<file path="config.mk">
export PLATFORM = sky130hd
export DESIGN_NAME = dcc_unit
export DESIGN_NICKNAME = d
export VERILOG_FILES = /design/src/hw/dcc_pkg.sv /design/src/hw/dcc_unit.sv
export SDC_FILE = /design/constraint.sdc
export NUM_CORES = 1
export LEC_CHECK = 0
export BUFFER_PORTS_ARGS = -buffer_cell sky130_fd_sc_hd__buf_2
export CORE_MARGIN = 5
export CORE_UTILIZATION = 40
export DETAILED_ROUTE_END_ITERATION = 12
export SETUP_SLACK_MARGIN = 0.1
export SYNTH_ARGS = -nofsm -noshare
export SYNTH_HDL_FRONTEND = slang
export SYNTH_SLANG_ARGS = --single-unit
</file>
<file path="constraint.sdc">
create_clock -name ref_clk -period 2 [get_ports ref_clk]
set_input_delay 0.1 -clock ref_clk [delete_from_list [all_inputs] [get_ports ref_clk]]
set_output_delay 0.1 -clock ref_clk [all_outputs]
set_load 0.005 [all_outputs]
</file>
<file path="src/hw/dcc_pkg.sv">
// Constants, register map and state types of the dual capture/compare unit
package dcc_pkg;

    // ****************************************
    // Register indices (byte address = 4 * index)
    // ****************************************
    localparam logic [5:0] IDX_CH1_LOW = 6'h15;
    localparam logic [5:0] IDX_CH1_HIGH = 6'h16;
    localparam logic [5:0] IDX_CH1_CTL = 6'h17;
    localparam logic [5:0] IDX_CH2_LOW = 6'h1B;
    localparam logic [5:0] IDX_CH2_HIGH = 6'h1C;
    localparam logic [5:0] IDX_CH2_CTL = 6'h1D;
    localparam logic [5:0] IDX_FLAGS = 6'h20;
    localparam int IDX_LSB = 2;

    // ****************************************
    // Control field layout and mode codes
    // ****************************************
    localparam int CTL_DUTY_HI_BIT = 5;
    localparam int CTL_DUTY_LO_BIT = 4;
    localparam logic [3:0] MODE_OFF = 4'h0;
    localparam logic [3:0] MODE_CAP_FALL = 4'h4;
    localparam logic [3:0] MODE_CAP_RISE = 4'h5;
    localparam logic [3:0] MODE_CAP_4 = 4'h6;
    localparam logic [3:0] MODE_CAP_16 = 4'h7;
    localparam logic [3:0] MODE_CMP_SET = 4'h8;
    localparam logic [3:0] MODE_CMP_CLR = 4'h9;
    localparam logic [3:0] MODE_CMP_SW = 4'hA;
    localparam logic [3:0] MODE_CMP_SPEC = 4'hB;
    localparam logic [1:0] GRP_CAP = 2'h1;
    localparam logic [1:0] GRP_CMP = 2'h2;
    localparam logic [1:0] GRP_PWM = 2'h3;

    // ****************************************
    // Reset values and prescaler terminal counts
    // ****************************************
    localparam logic [5:0] CTL_RESET = 6'h00;
    localparam logic [15:0] VAL_RESET = 16'h0000;
    localparam logic [3:0] PSC_RESET = 4'h0;
    localparam logic [3:0] PSC_LAST_16 = 4'hF;
    localparam logic [1:0] PSC_LAST_4 = 2'h3;

    // Timebase inputs from the shared timers
    typedef struct packed {
        logic [15:0] wide_count;
        logic [7:0] period_count;
        logic [1:0] period_fine;
        logic period_end;
    } dcc_tb_t;

    // Per channel state
    typedef struct packed {
        logic [5:0] ctl;
        logic [15:0] val;
        logic [3:0] psc;
        logic [1:0] duty_lat;
        logic out;
        logic flag;
        logic match_prev;
        logic s1;
        logic s2;
        logic prev;
    } dcc_ch_t;

    // Whole block state
    typedef struct packed {
        dcc_ch_t [1:0] ch;
        logic ack;
        logic [31:0] rdata;
        logic tb_clear;
        logic adc_go;
    } dcc_state_t;

endpackage

</file>
<file path="src/hw/dcc_unit.sv">
// Two capture/compare/PWM channels with an Avalon-MM register slave
//
// Added by the designer: the Avalon-MM register port.
`timescale 1ns/1ns

// Behaviour
// (RULE1) Each channel has a 16-bit value in low/high bytes plus control, all accessible.
// (RULE2) Mode 0000 turns the channel off and resets its internal state.
// (RULE3) Modes 0100-0111 capture on fall, rise, every 4th or every 16th rise.
// (RULE4) Mode 1000 sets, 1001 clears the pin on match; both set the flag.
// (RULE5) Mode 1010 only sets the flag on match; pin stays unchanged.
// (RULE6) Mode 1011 sets flag and clears the wide timebase; channel two also starts ADC.
// (RULE7) Modes 11xx are PWM; duty is low byte plus control bits 5:4.
// (RULE8) Control bits 7:6 read zero; duty bits do nothing outside PWM.
// (RULE9) A capture copies the full 16-bit timebase into the value register.
// (RULE10) Every capture sets the flag; only software clears it.
// (RULE11) A new capture overwrites the value even if unread.
// (RULE12) Pin is sampled as is, so a port write on an output can capture.
// (RULE13) Software runs the wide timebase synchronously for capture or compare.
// (RULE14) Software masks the interrupt around mode changes and clears the flag.
// (RULE15) Prescaler counter is cleared when off or outside capture modes.
// (RULE16) Capture-to-capture mode change keeps the prescaler count.
// (RULE17) Compare matches value against timebase; pin action and flag together.
// (RULE18) Writing zero to control forces the compare output latch low.
// (RULE19) Software makes the pin an output for compare; the unit drives the pin itself whenever control bit 3 is set.
// (RULE20) Capture/compare use the wide timebase, PWM the period timebase.
// (RULE21) Comparing channels should use the special event mode.
// (RULE22) Channel two equals channel one except its event also starts ADC.
// (RULE23) Special event timebase clear does not set the overflow flag.
// (RULE24) Pin is synchronised before edge detection; capture latency is fixed.
module dcc_unit import dcc_pkg::*; #(
    parameter int ADDR_W = 8
) (
    input wire logic ref_clk,
    input wire logic rst_n,
    input wire logic [ADDR_W-1:0] address,
    input wire logic read,
    input wire logic write,
    input wire logic [31:0] writedata,
    input wire logic [3:0] byteenable,
    output logic [31:0] readdata,
    output logic waitrequest,
    input wire dcc_tb_t tb,
    input wire logic adc_enable,
    input wire logic [1:0] pin_in,
    output logic [1:0] pin_out,
    output logic [1:0] pin_oe_n,
    output logic [1:0] irq_flag,
    output logic wide_timebase_clear,
    output logic adc_start
);

    // Register index needs bits up to the flags register
    if (ADDR_W < 8) begin : g_chk
        $error("dcc_unit: ADDR_W must be at least 8");
    end

    dcc_state_t r, n;
    logic [1:0] cap_ev, cmp_ev, rise, fall, match;
    logic [3:0] md [2];
    logic [5:0] idx;
    logic acc, wr_ok, rd_ok;
    logic [31:0] rd_val;

    // ****************************************
    // Bus decode
    // ****************************************
    assign idx = address[IDX_LSB +: 6];
    assign acc = read | write;
    assign waitrequest = acc & ~r.ack;
    assign wr_ok = write & r.ack & byteenable[0];
    assign rd_ok = read & ~r.ack;
    assign readdata = r.rdata;

    // Read multiplexer, unmapped reads return zero
    always_comb begin
        unique case (idx)
            IDX_CH1_LOW: rd_val = {24'h000000, r.ch[0].val[7:0]}; // RULE1
            IDX_CH1_HIGH: rd_val = {24'h000000, r.ch[0].val[15:8]};
            IDX_CH1_CTL: rd_val = {26'h0000000, r.ch[0].ctl}; // RULE8
            IDX_CH2_LOW: rd_val = {24'h000000, r.ch[1].val[7:0]};
            IDX_CH2_HIGH: rd_val = {24'h000000, r.ch[1].val[15:8]};
            IDX_CH2_CTL: rd_val = {26'h0000000, r.ch[1].ctl};
            IDX_FLAGS: rd_val = {30'h00000000, r.ch[1].flag, r.ch[0].flag};
            default: rd_val = 32'h00000000;
        endcase
    end

    // ****************************************
    // Next state
    // ****************************************
    always_comb begin
        n = r;
        n.ack = acc & ~r.ack;
        n.tb_clear = 1'b0;
        n.adc_go = 1'b0;
        if (rd_ok) begin
            n.rdata = rd_val;
        end
        for (int i = 0; i < 2; i++) begin
            md[i] = r.ch[i].ctl[3:0];
            // Two-stage synchroniser, then an edge stage
            n.ch[i].s1 = pin_in[i]; // RULE24 RULE12
            n.ch[i].s2 = r.ch[i].s1;
            n.ch[i].prev = r.ch[i].s2;
            rise[i] = r.ch[i].s2 & ~r.ch[i].prev;
            fall[i] = ~r.ch[i].s2 & r.ch[i].prev;

            // Edge prescaler, kept across capture modes
            if (md[i][3:2] != GRP_CAP) begin
                n.ch[i].psc = PSC_RESET; // RULE15
            end else if (rise[i]) begin
                n.ch[i].psc = 4'(r.ch[i].psc + 4'h1); // RULE16
            end

            // Capture event selection
            unique case (md[i])
                MODE_CAP_FALL: cap_ev[i] = fall[i]; // RULE3
                MODE_CAP_RISE: cap_ev[i] = rise[i];
                MODE_CAP_4: cap_ev[i] = rise[i] && r.ch[i].psc[1:0] == PSC_LAST_4;
                MODE_CAP_16: cap_ev[i] = rise[i] && r.ch[i].psc == PSC_LAST_16;
                default: cap_ev[i] = 1'b0;
            endcase

            // Compare against the wide timebase, one event per match
            match[i] = r.ch[i].val == tb.wide_count; // RULE17 RULE20
            n.ch[i].match_prev = match[i];
            cmp_ev[i] = md[i][3:2] == GRP_CMP && match[i] && !r.ch[i].match_prev;

            // Software writes to the channel registers
            if (wr_ok && idx == (i == 0 ? IDX_CH1_CTL : IDX_CH2_CTL)) begin
                n.ch[i].ctl = writedata[5:0]; // RULE1
            end
            if (wr_ok && idx == (i == 0 ? IDX_CH1_LOW : IDX_CH2_LOW)) begin
                n.ch[i].val[7:0] = writedata[7:0];
            end
            // High byte is read only in PWM, it holds the live duty
            if (wr_ok && idx == (i == 0 ? IDX_CH1_HIGH : IDX_CH2_HIGH)
                && md[i][3:2] != GRP_PWM) begin
                n.ch[i].val[15:8] = writedata[7:0];
            end

            // Capture wins over a software write in the same cycle
            if (cap_ev[i]) begin
                n.ch[i].val = tb.wide_count; // RULE9 RULE11
            end

            // Flag: write one to clear, a new event wins over the clear
            if (wr_ok && idx == IDX_FLAGS && writedata[i]) begin
                n.ch[i].flag = 1'b0;
            end
            if (cap_ev[i] || cmp_ev[i]) begin
                n.ch[i].flag = 1'b1; // RULE10 RULE4 RULE5
            end

            // Compare pin action
            if (cmp_ev[i] && md[i] == MODE_CMP_SET) begin
                n.ch[i].out = 1'b1; // RULE4
            end
            if (cmp_ev[i] && md[i] == MODE_CMP_CLR) begin
                n.ch[i].out = 1'b0;
            end

            // Special event, the overflow flag of the timebase is not touched
            if (cmp_ev[i] && md[i] == MODE_CMP_SPEC) begin
                n.tb_clear = 1'b1; // RULE6 RULE23
                if (i == 1 && adc_enable) begin
                    n.adc_go = 1'b1; // RULE22
                end
            end

            // PWM: clear at the duty point, then reload at period end and set if the new duty is nonzero
            if (md[i][3:2] == GRP_PWM) begin
                if ({tb.period_count, tb.period_fine}
                    == {r.ch[i].val[15:8], r.ch[i].duty_lat}) begin
                    n.ch[i].out = 1'b0; // RULE20
                end
                if (tb.period_end) begin
                    n.ch[i].val[15:8] = r.ch[i].val[7:0]; // RULE7
                    n.ch[i].duty_lat = r.ch[i].ctl[CTL_DUTY_HI_BIT:CTL_DUTY_LO_BIT];
                    n.ch[i].out = {r.ch[i].val[7:0],
                        r.ch[i].ctl[CTL_DUTY_HI_BIT:CTL_DUTY_LO_BIT]} != 10'h000;
                end
            end

            // Off: output latch low and internal state cleared
            if (md[i] == MODE_OFF) begin
                n.ch[i].out = 1'b0; // RULE2 RULE18
                n.ch[i].duty_lat = 2'h0;
                n.ch[i].match_prev = 1'b0;
            end
        end
    end

    // State register
    always_ff @(posedge ref_clk) begin
        if (!rst_n) begin
            r <= '0;
            r.ch[0].ctl <= CTL_RESET;
            r.ch[1].ctl <= CTL_RESET;
            r.ch[0].val <= VAL_RESET;
            r.ch[1].val <= VAL_RESET;
        end else begin
            r <= n;
        end
    end

    // ****************************************
    // Outputs
    // ****************************************
    for (genvar g = 0; g < 2; g++) begin : g_out
        assign pin_out[g] = r.ch[g].out;
        assign pin_oe_n[g] = !(r.ch[g].ctl[3]); // Drive in compare and PWM
        assign irq_flag[g] = r.ch[g].flag;
    end
    assign wide_timebase_clear = r.tb_clear;
    assign adc_start = r.adc_go;

    for (genvar g = 0; g < 2; g++) begin : g_chk_ch

    end
endmodule

</file>
==> impl_metrics.csv <==
group,metric,value,unit
status,status,"completed",
yosys,synth.area.top_cells,"dfxtp_1 33%, xor2_1 9.1%, mux2i_1 8.5%, buf_4 6.3%, mux2_2 3.8%",
timing,slew_headroom,56.07,%
yosys,synth_top_area_cell,"dfxtp_1",
timing,clock.fmax,555.6,MHz
drt,vias,4424,
global_route,met3_usage,3.868,%
hold_path,hold_class,"in2reg",
critical_path,slowest_delay,0.42,ns
drt,viasPerCell,5.852,
yosys,ys.warnings.count,0,
timing,timing.final.crit_period,1.800,ns
critical_path,critPathTopFamily,"simple AND/OR/NAND/NOR gates",
power_and_ir_drop,comb_power_share,8.5,%
floorplan,dieArea,14110,um^2
timing,hold_viol,0,
place,port_buffers,65,
yosys,synth_seq_cells,79,
critical_path,cp_data_arrival_time,2.07,ns
critical_path,endpoint_kind,"flop",
place,dp_hpwl,11.28,mm
clock_tree,root_buffer,"clkbuf_16",
drt,drc,0,
global_route,grt_pass1_vias,4202,
yosys,synth-edff-count,0,
critical_path,slowest_stage,"or3_1",
power_and_ir_drop,swShare,25.18,%
critical_path,cp_data_required_time,2.27,ns
place,dp.cells,731,
global_route,grt_pass1_wl,24.16,mm
power_and_ir_drop,ir_drop,0.3453,mV
yosys,synthesis.area,4732,um^2
power_and_ir_drop,pwr_density_cell,619.3,nW/um^2
global_route,busiest_layer,"met2",
clock_tree,cts_tree,"done",
floorplan,start_util,41.09,%
timing,final_max_slew_viol_count,0,
power_and_ir_drop,intPower,2.592,mW
yosys,synthCells,537,
drt,drt_iter0_drc,401,
final_layout,stdcell_count,756,
clock_tree,htree_levels,3,
yosys,yosysSeqAreaShare,33.42,%
global_route,track_usage,22.15,%
final_layout,antenna_cells,0,
global_route,use_met1,31.18,%
power_and_ir_drop,clkPwrFrac,45.4,%
floorplan,coreArea,11520,um^2
critical_path,path_cells,"xor2_1 > nor4_2 > nand4_1 > or3_1 > a31oi_1",
final_layout,layout_commonest_cell,"dfxtp_1",
clock_tree,clk_pin_slew,0.06,ns
power_and_ir_drop,p_leak,2.376,nW
timing,period_share,89.99,%
floorplan,die_w,118.8,um
yosys,post_synth_num_cell_types,56,
yosys,avgSynthCellArea,8.812,um^2
global_route,antenna_found_initial,0,
floorplan,rows,39,
timing,whs,0.05408,ns
timing,rsz0062_at_grt,"yes",
critical_path,start_kind,"flop",
global_route,use_met2,32.97,%
final_layout,num-fill-cells,1102,
global_route,grt_overflow,0,
timing,finClkSkew,0.003686,ns
final_layout,fin_nets,688,
clock_tree,cts_buffers,9,
final_layout,final_cell_mix,"75 x dfxtp_1, 65 x buf_2, 49 x xor2_1",
critical_path,r2r_slack,0.20,ns
drt,post_drt_wl_per_cell,20.53,um
critical_path,cp.buffers_inverters,0,
floorplan,ios,119,
place,dp_slack,0.04451,ns
power_and_ir_drop,power_switching,872.1,uW
place,place.gp.congestion,0.9800,
critical_path,cp_max_fo,5,
timing,timing.final.ws_setup,0.2001,ns
clock_tree,clockBufferDepth,2,
power_and_ir_drop,seqPwrFrac,46.0,%
final_layout,final_layout_size_suffix_gt1_share,25.61,%
timing,setup_viol,0,
floorplan,dieHeight,118.8,um
clock_tree,cts_num_sinks,79,
yosys,synth_ff_type,"dfxtp_1",
clock_tree,worstSkewPairLatency,0.34,ns
final_layout,synthToLayoutAreaGrowth,18.19,%
global_route,grt_max_degree,36,
timing,fin_tns_setup,0,ns
drt,dr.pass1.iters,6,
yosys,synth_top_cell_area_share,33.42,%
critical_path,crit_type,"reg2reg",
flow_run,max_cap_violations,0,
timing,tightest_slew,0.6590,ns
yosys,postSynth.asyncResetShare,0,%
drt,totalWireLength,15.52,mm
drt,drtAntennaViolNets,0,
layout make-up:
| type | instances | area, um^2 | share of cell area (%) |
|---|---|---|---|
| clock buffer | 11 | 252.7 | 4.519 |
| sequential | 79 | 1587 | 28.37 |
| inverter | 4 | 15.01 | 0.2685 |
| multi-input combinational | 413 | 2899 | 51.83 |
| timing repair buffer | 101 | 628.1 | 11.23 |
| clock inverter | 5 | 32.53 | 0.5817 |
| tap | 143 | 178.9 | 3.199 |
final timing paths:
| check | start | endpoint | depth (start not counted) |
|---|---|---|---|
| worst min-delay path | read | r[34]$_SDFF_PN0_ | 3 |
| worst max register to register | r[92]$_SDFF_PN0_ | irq_flag[1]$_SDFFE_PN0P_ | 5 |
| worst min register to register | n[70]$_SDFF_PN0_ | n[69]$_SDFF_PN0_ | 1 |
| worst max-delay path | r[92]$_SDFF_PN0_ | irq_flag[1]$_SDFFE_PN0P_ | 5 |
logic make-up (layout without fill, tap and decap cells):
| kind of cell | after synthesis | in the layout | synth area share, % |
|---|---|---|---|
| xor+xnor | 58 | 58 | 10.74 |
| buf+inv | 69 | 121 | 8.778 |
| compound gates | 95 | 96 | 14.94 |
| flops | 79 | 79 | 33.42 |
| mux | 56 | 56 | 12.27 |
| simple gates | 177 | 177 | 19.25 |
| fa+ha+maj | 2 | 2 | 0.5287 |
| other cells | 1 | 24 | 0.07925 |
per-stage QoR:
| stage | instance area [um^2] | power, mW | util [%] |
|---|---|---|---|
| 6_report | 5593 | 3.464 | 48.57 |
| 5_1_grt | 5593 | 3.584 | 48.57 |
| 4_1_cts | 5487 | 3.480 | 47.64 |
| 3_5_place_dp | 5132 | 1.907 | 44.57 |
| 3_3_place_gp | 5132 | 1.901 | 44.57 |
| 2_1_floorplan | 4818 | 1.790 | - |
Yosys cell counts (2+ instances only):
cell type,count
or4_1,3
a22o_1,4
nand2b_1,5
nor2_1,45
clkbuf_1,19
mux2_2,16
and3b_2,2
nand4_1,7
nor4_1,17
o211ai_1,2
a311oi_1,8
and3_1,6
a31o_2,2
xor2_1,49
o22ai_1,8
ha_1,2
xnor2_1,9
mux2i_1,40
and2_1,9
buf_4,40
dfxtp_1,79
o41ai_1,4
o21ai_0,15
nand3_1,21
or3_1,3
a21oi_1,11
nor2b_1,7
a31oi_1,6
buf_2,5
a311o_1,3
nand2_1,41
nor3_1,3
a22oi_1,8
a222oi_1,6
a211oi_1,8
inv_1,3
and4bb_2,2
power groups by stage:
stage                     registers [mW]  logic (mW)  clock network [mW]
after floorplan                     1.63       0.164                   0
after global placement              1.63       0.273                   0
after detailed placement            1.63       0.278                   0
after CTS                           1.59       0.286                1.60
after global routing                1.60       0.316                1.67
final                               1.59       0.296                1.57
worst min-delay path, delay by kind of cell:
family | cells | cell delay [ns]
AND/OR/NAND/NOR | 2 | 0.15
buffers and inverters | 1 | 0.10
timing repair:
action | CTS | global route
pin swaps | 3 | 5
setup endpoints to repair | 16 | 30
gates cloned | 1 | 0
hold buffers | 3 | 0
setup buffers | 1 | 4
endpoints found under the hold margin | 3 | 0
gates resized for setup | 1 | 15
sequential cells by signal, indices dropped and copies added, names as in the netlist:
name / flops
wide_timebase_clear: 1
r: 53
n: 4
readdata: 8
irq_flag: 2
pin_out: 2
adc_start: 1
md: 8
layer usage:
metal | share of wire [%] | up-vias
met2 | 43 | 254
met4 | 3.3 | 0
met3 | 9.6 | 37
met1 | 44 | 2097
met5 | 0 | -
li1 | - | 2036
(Power assumes the default switching activity.)
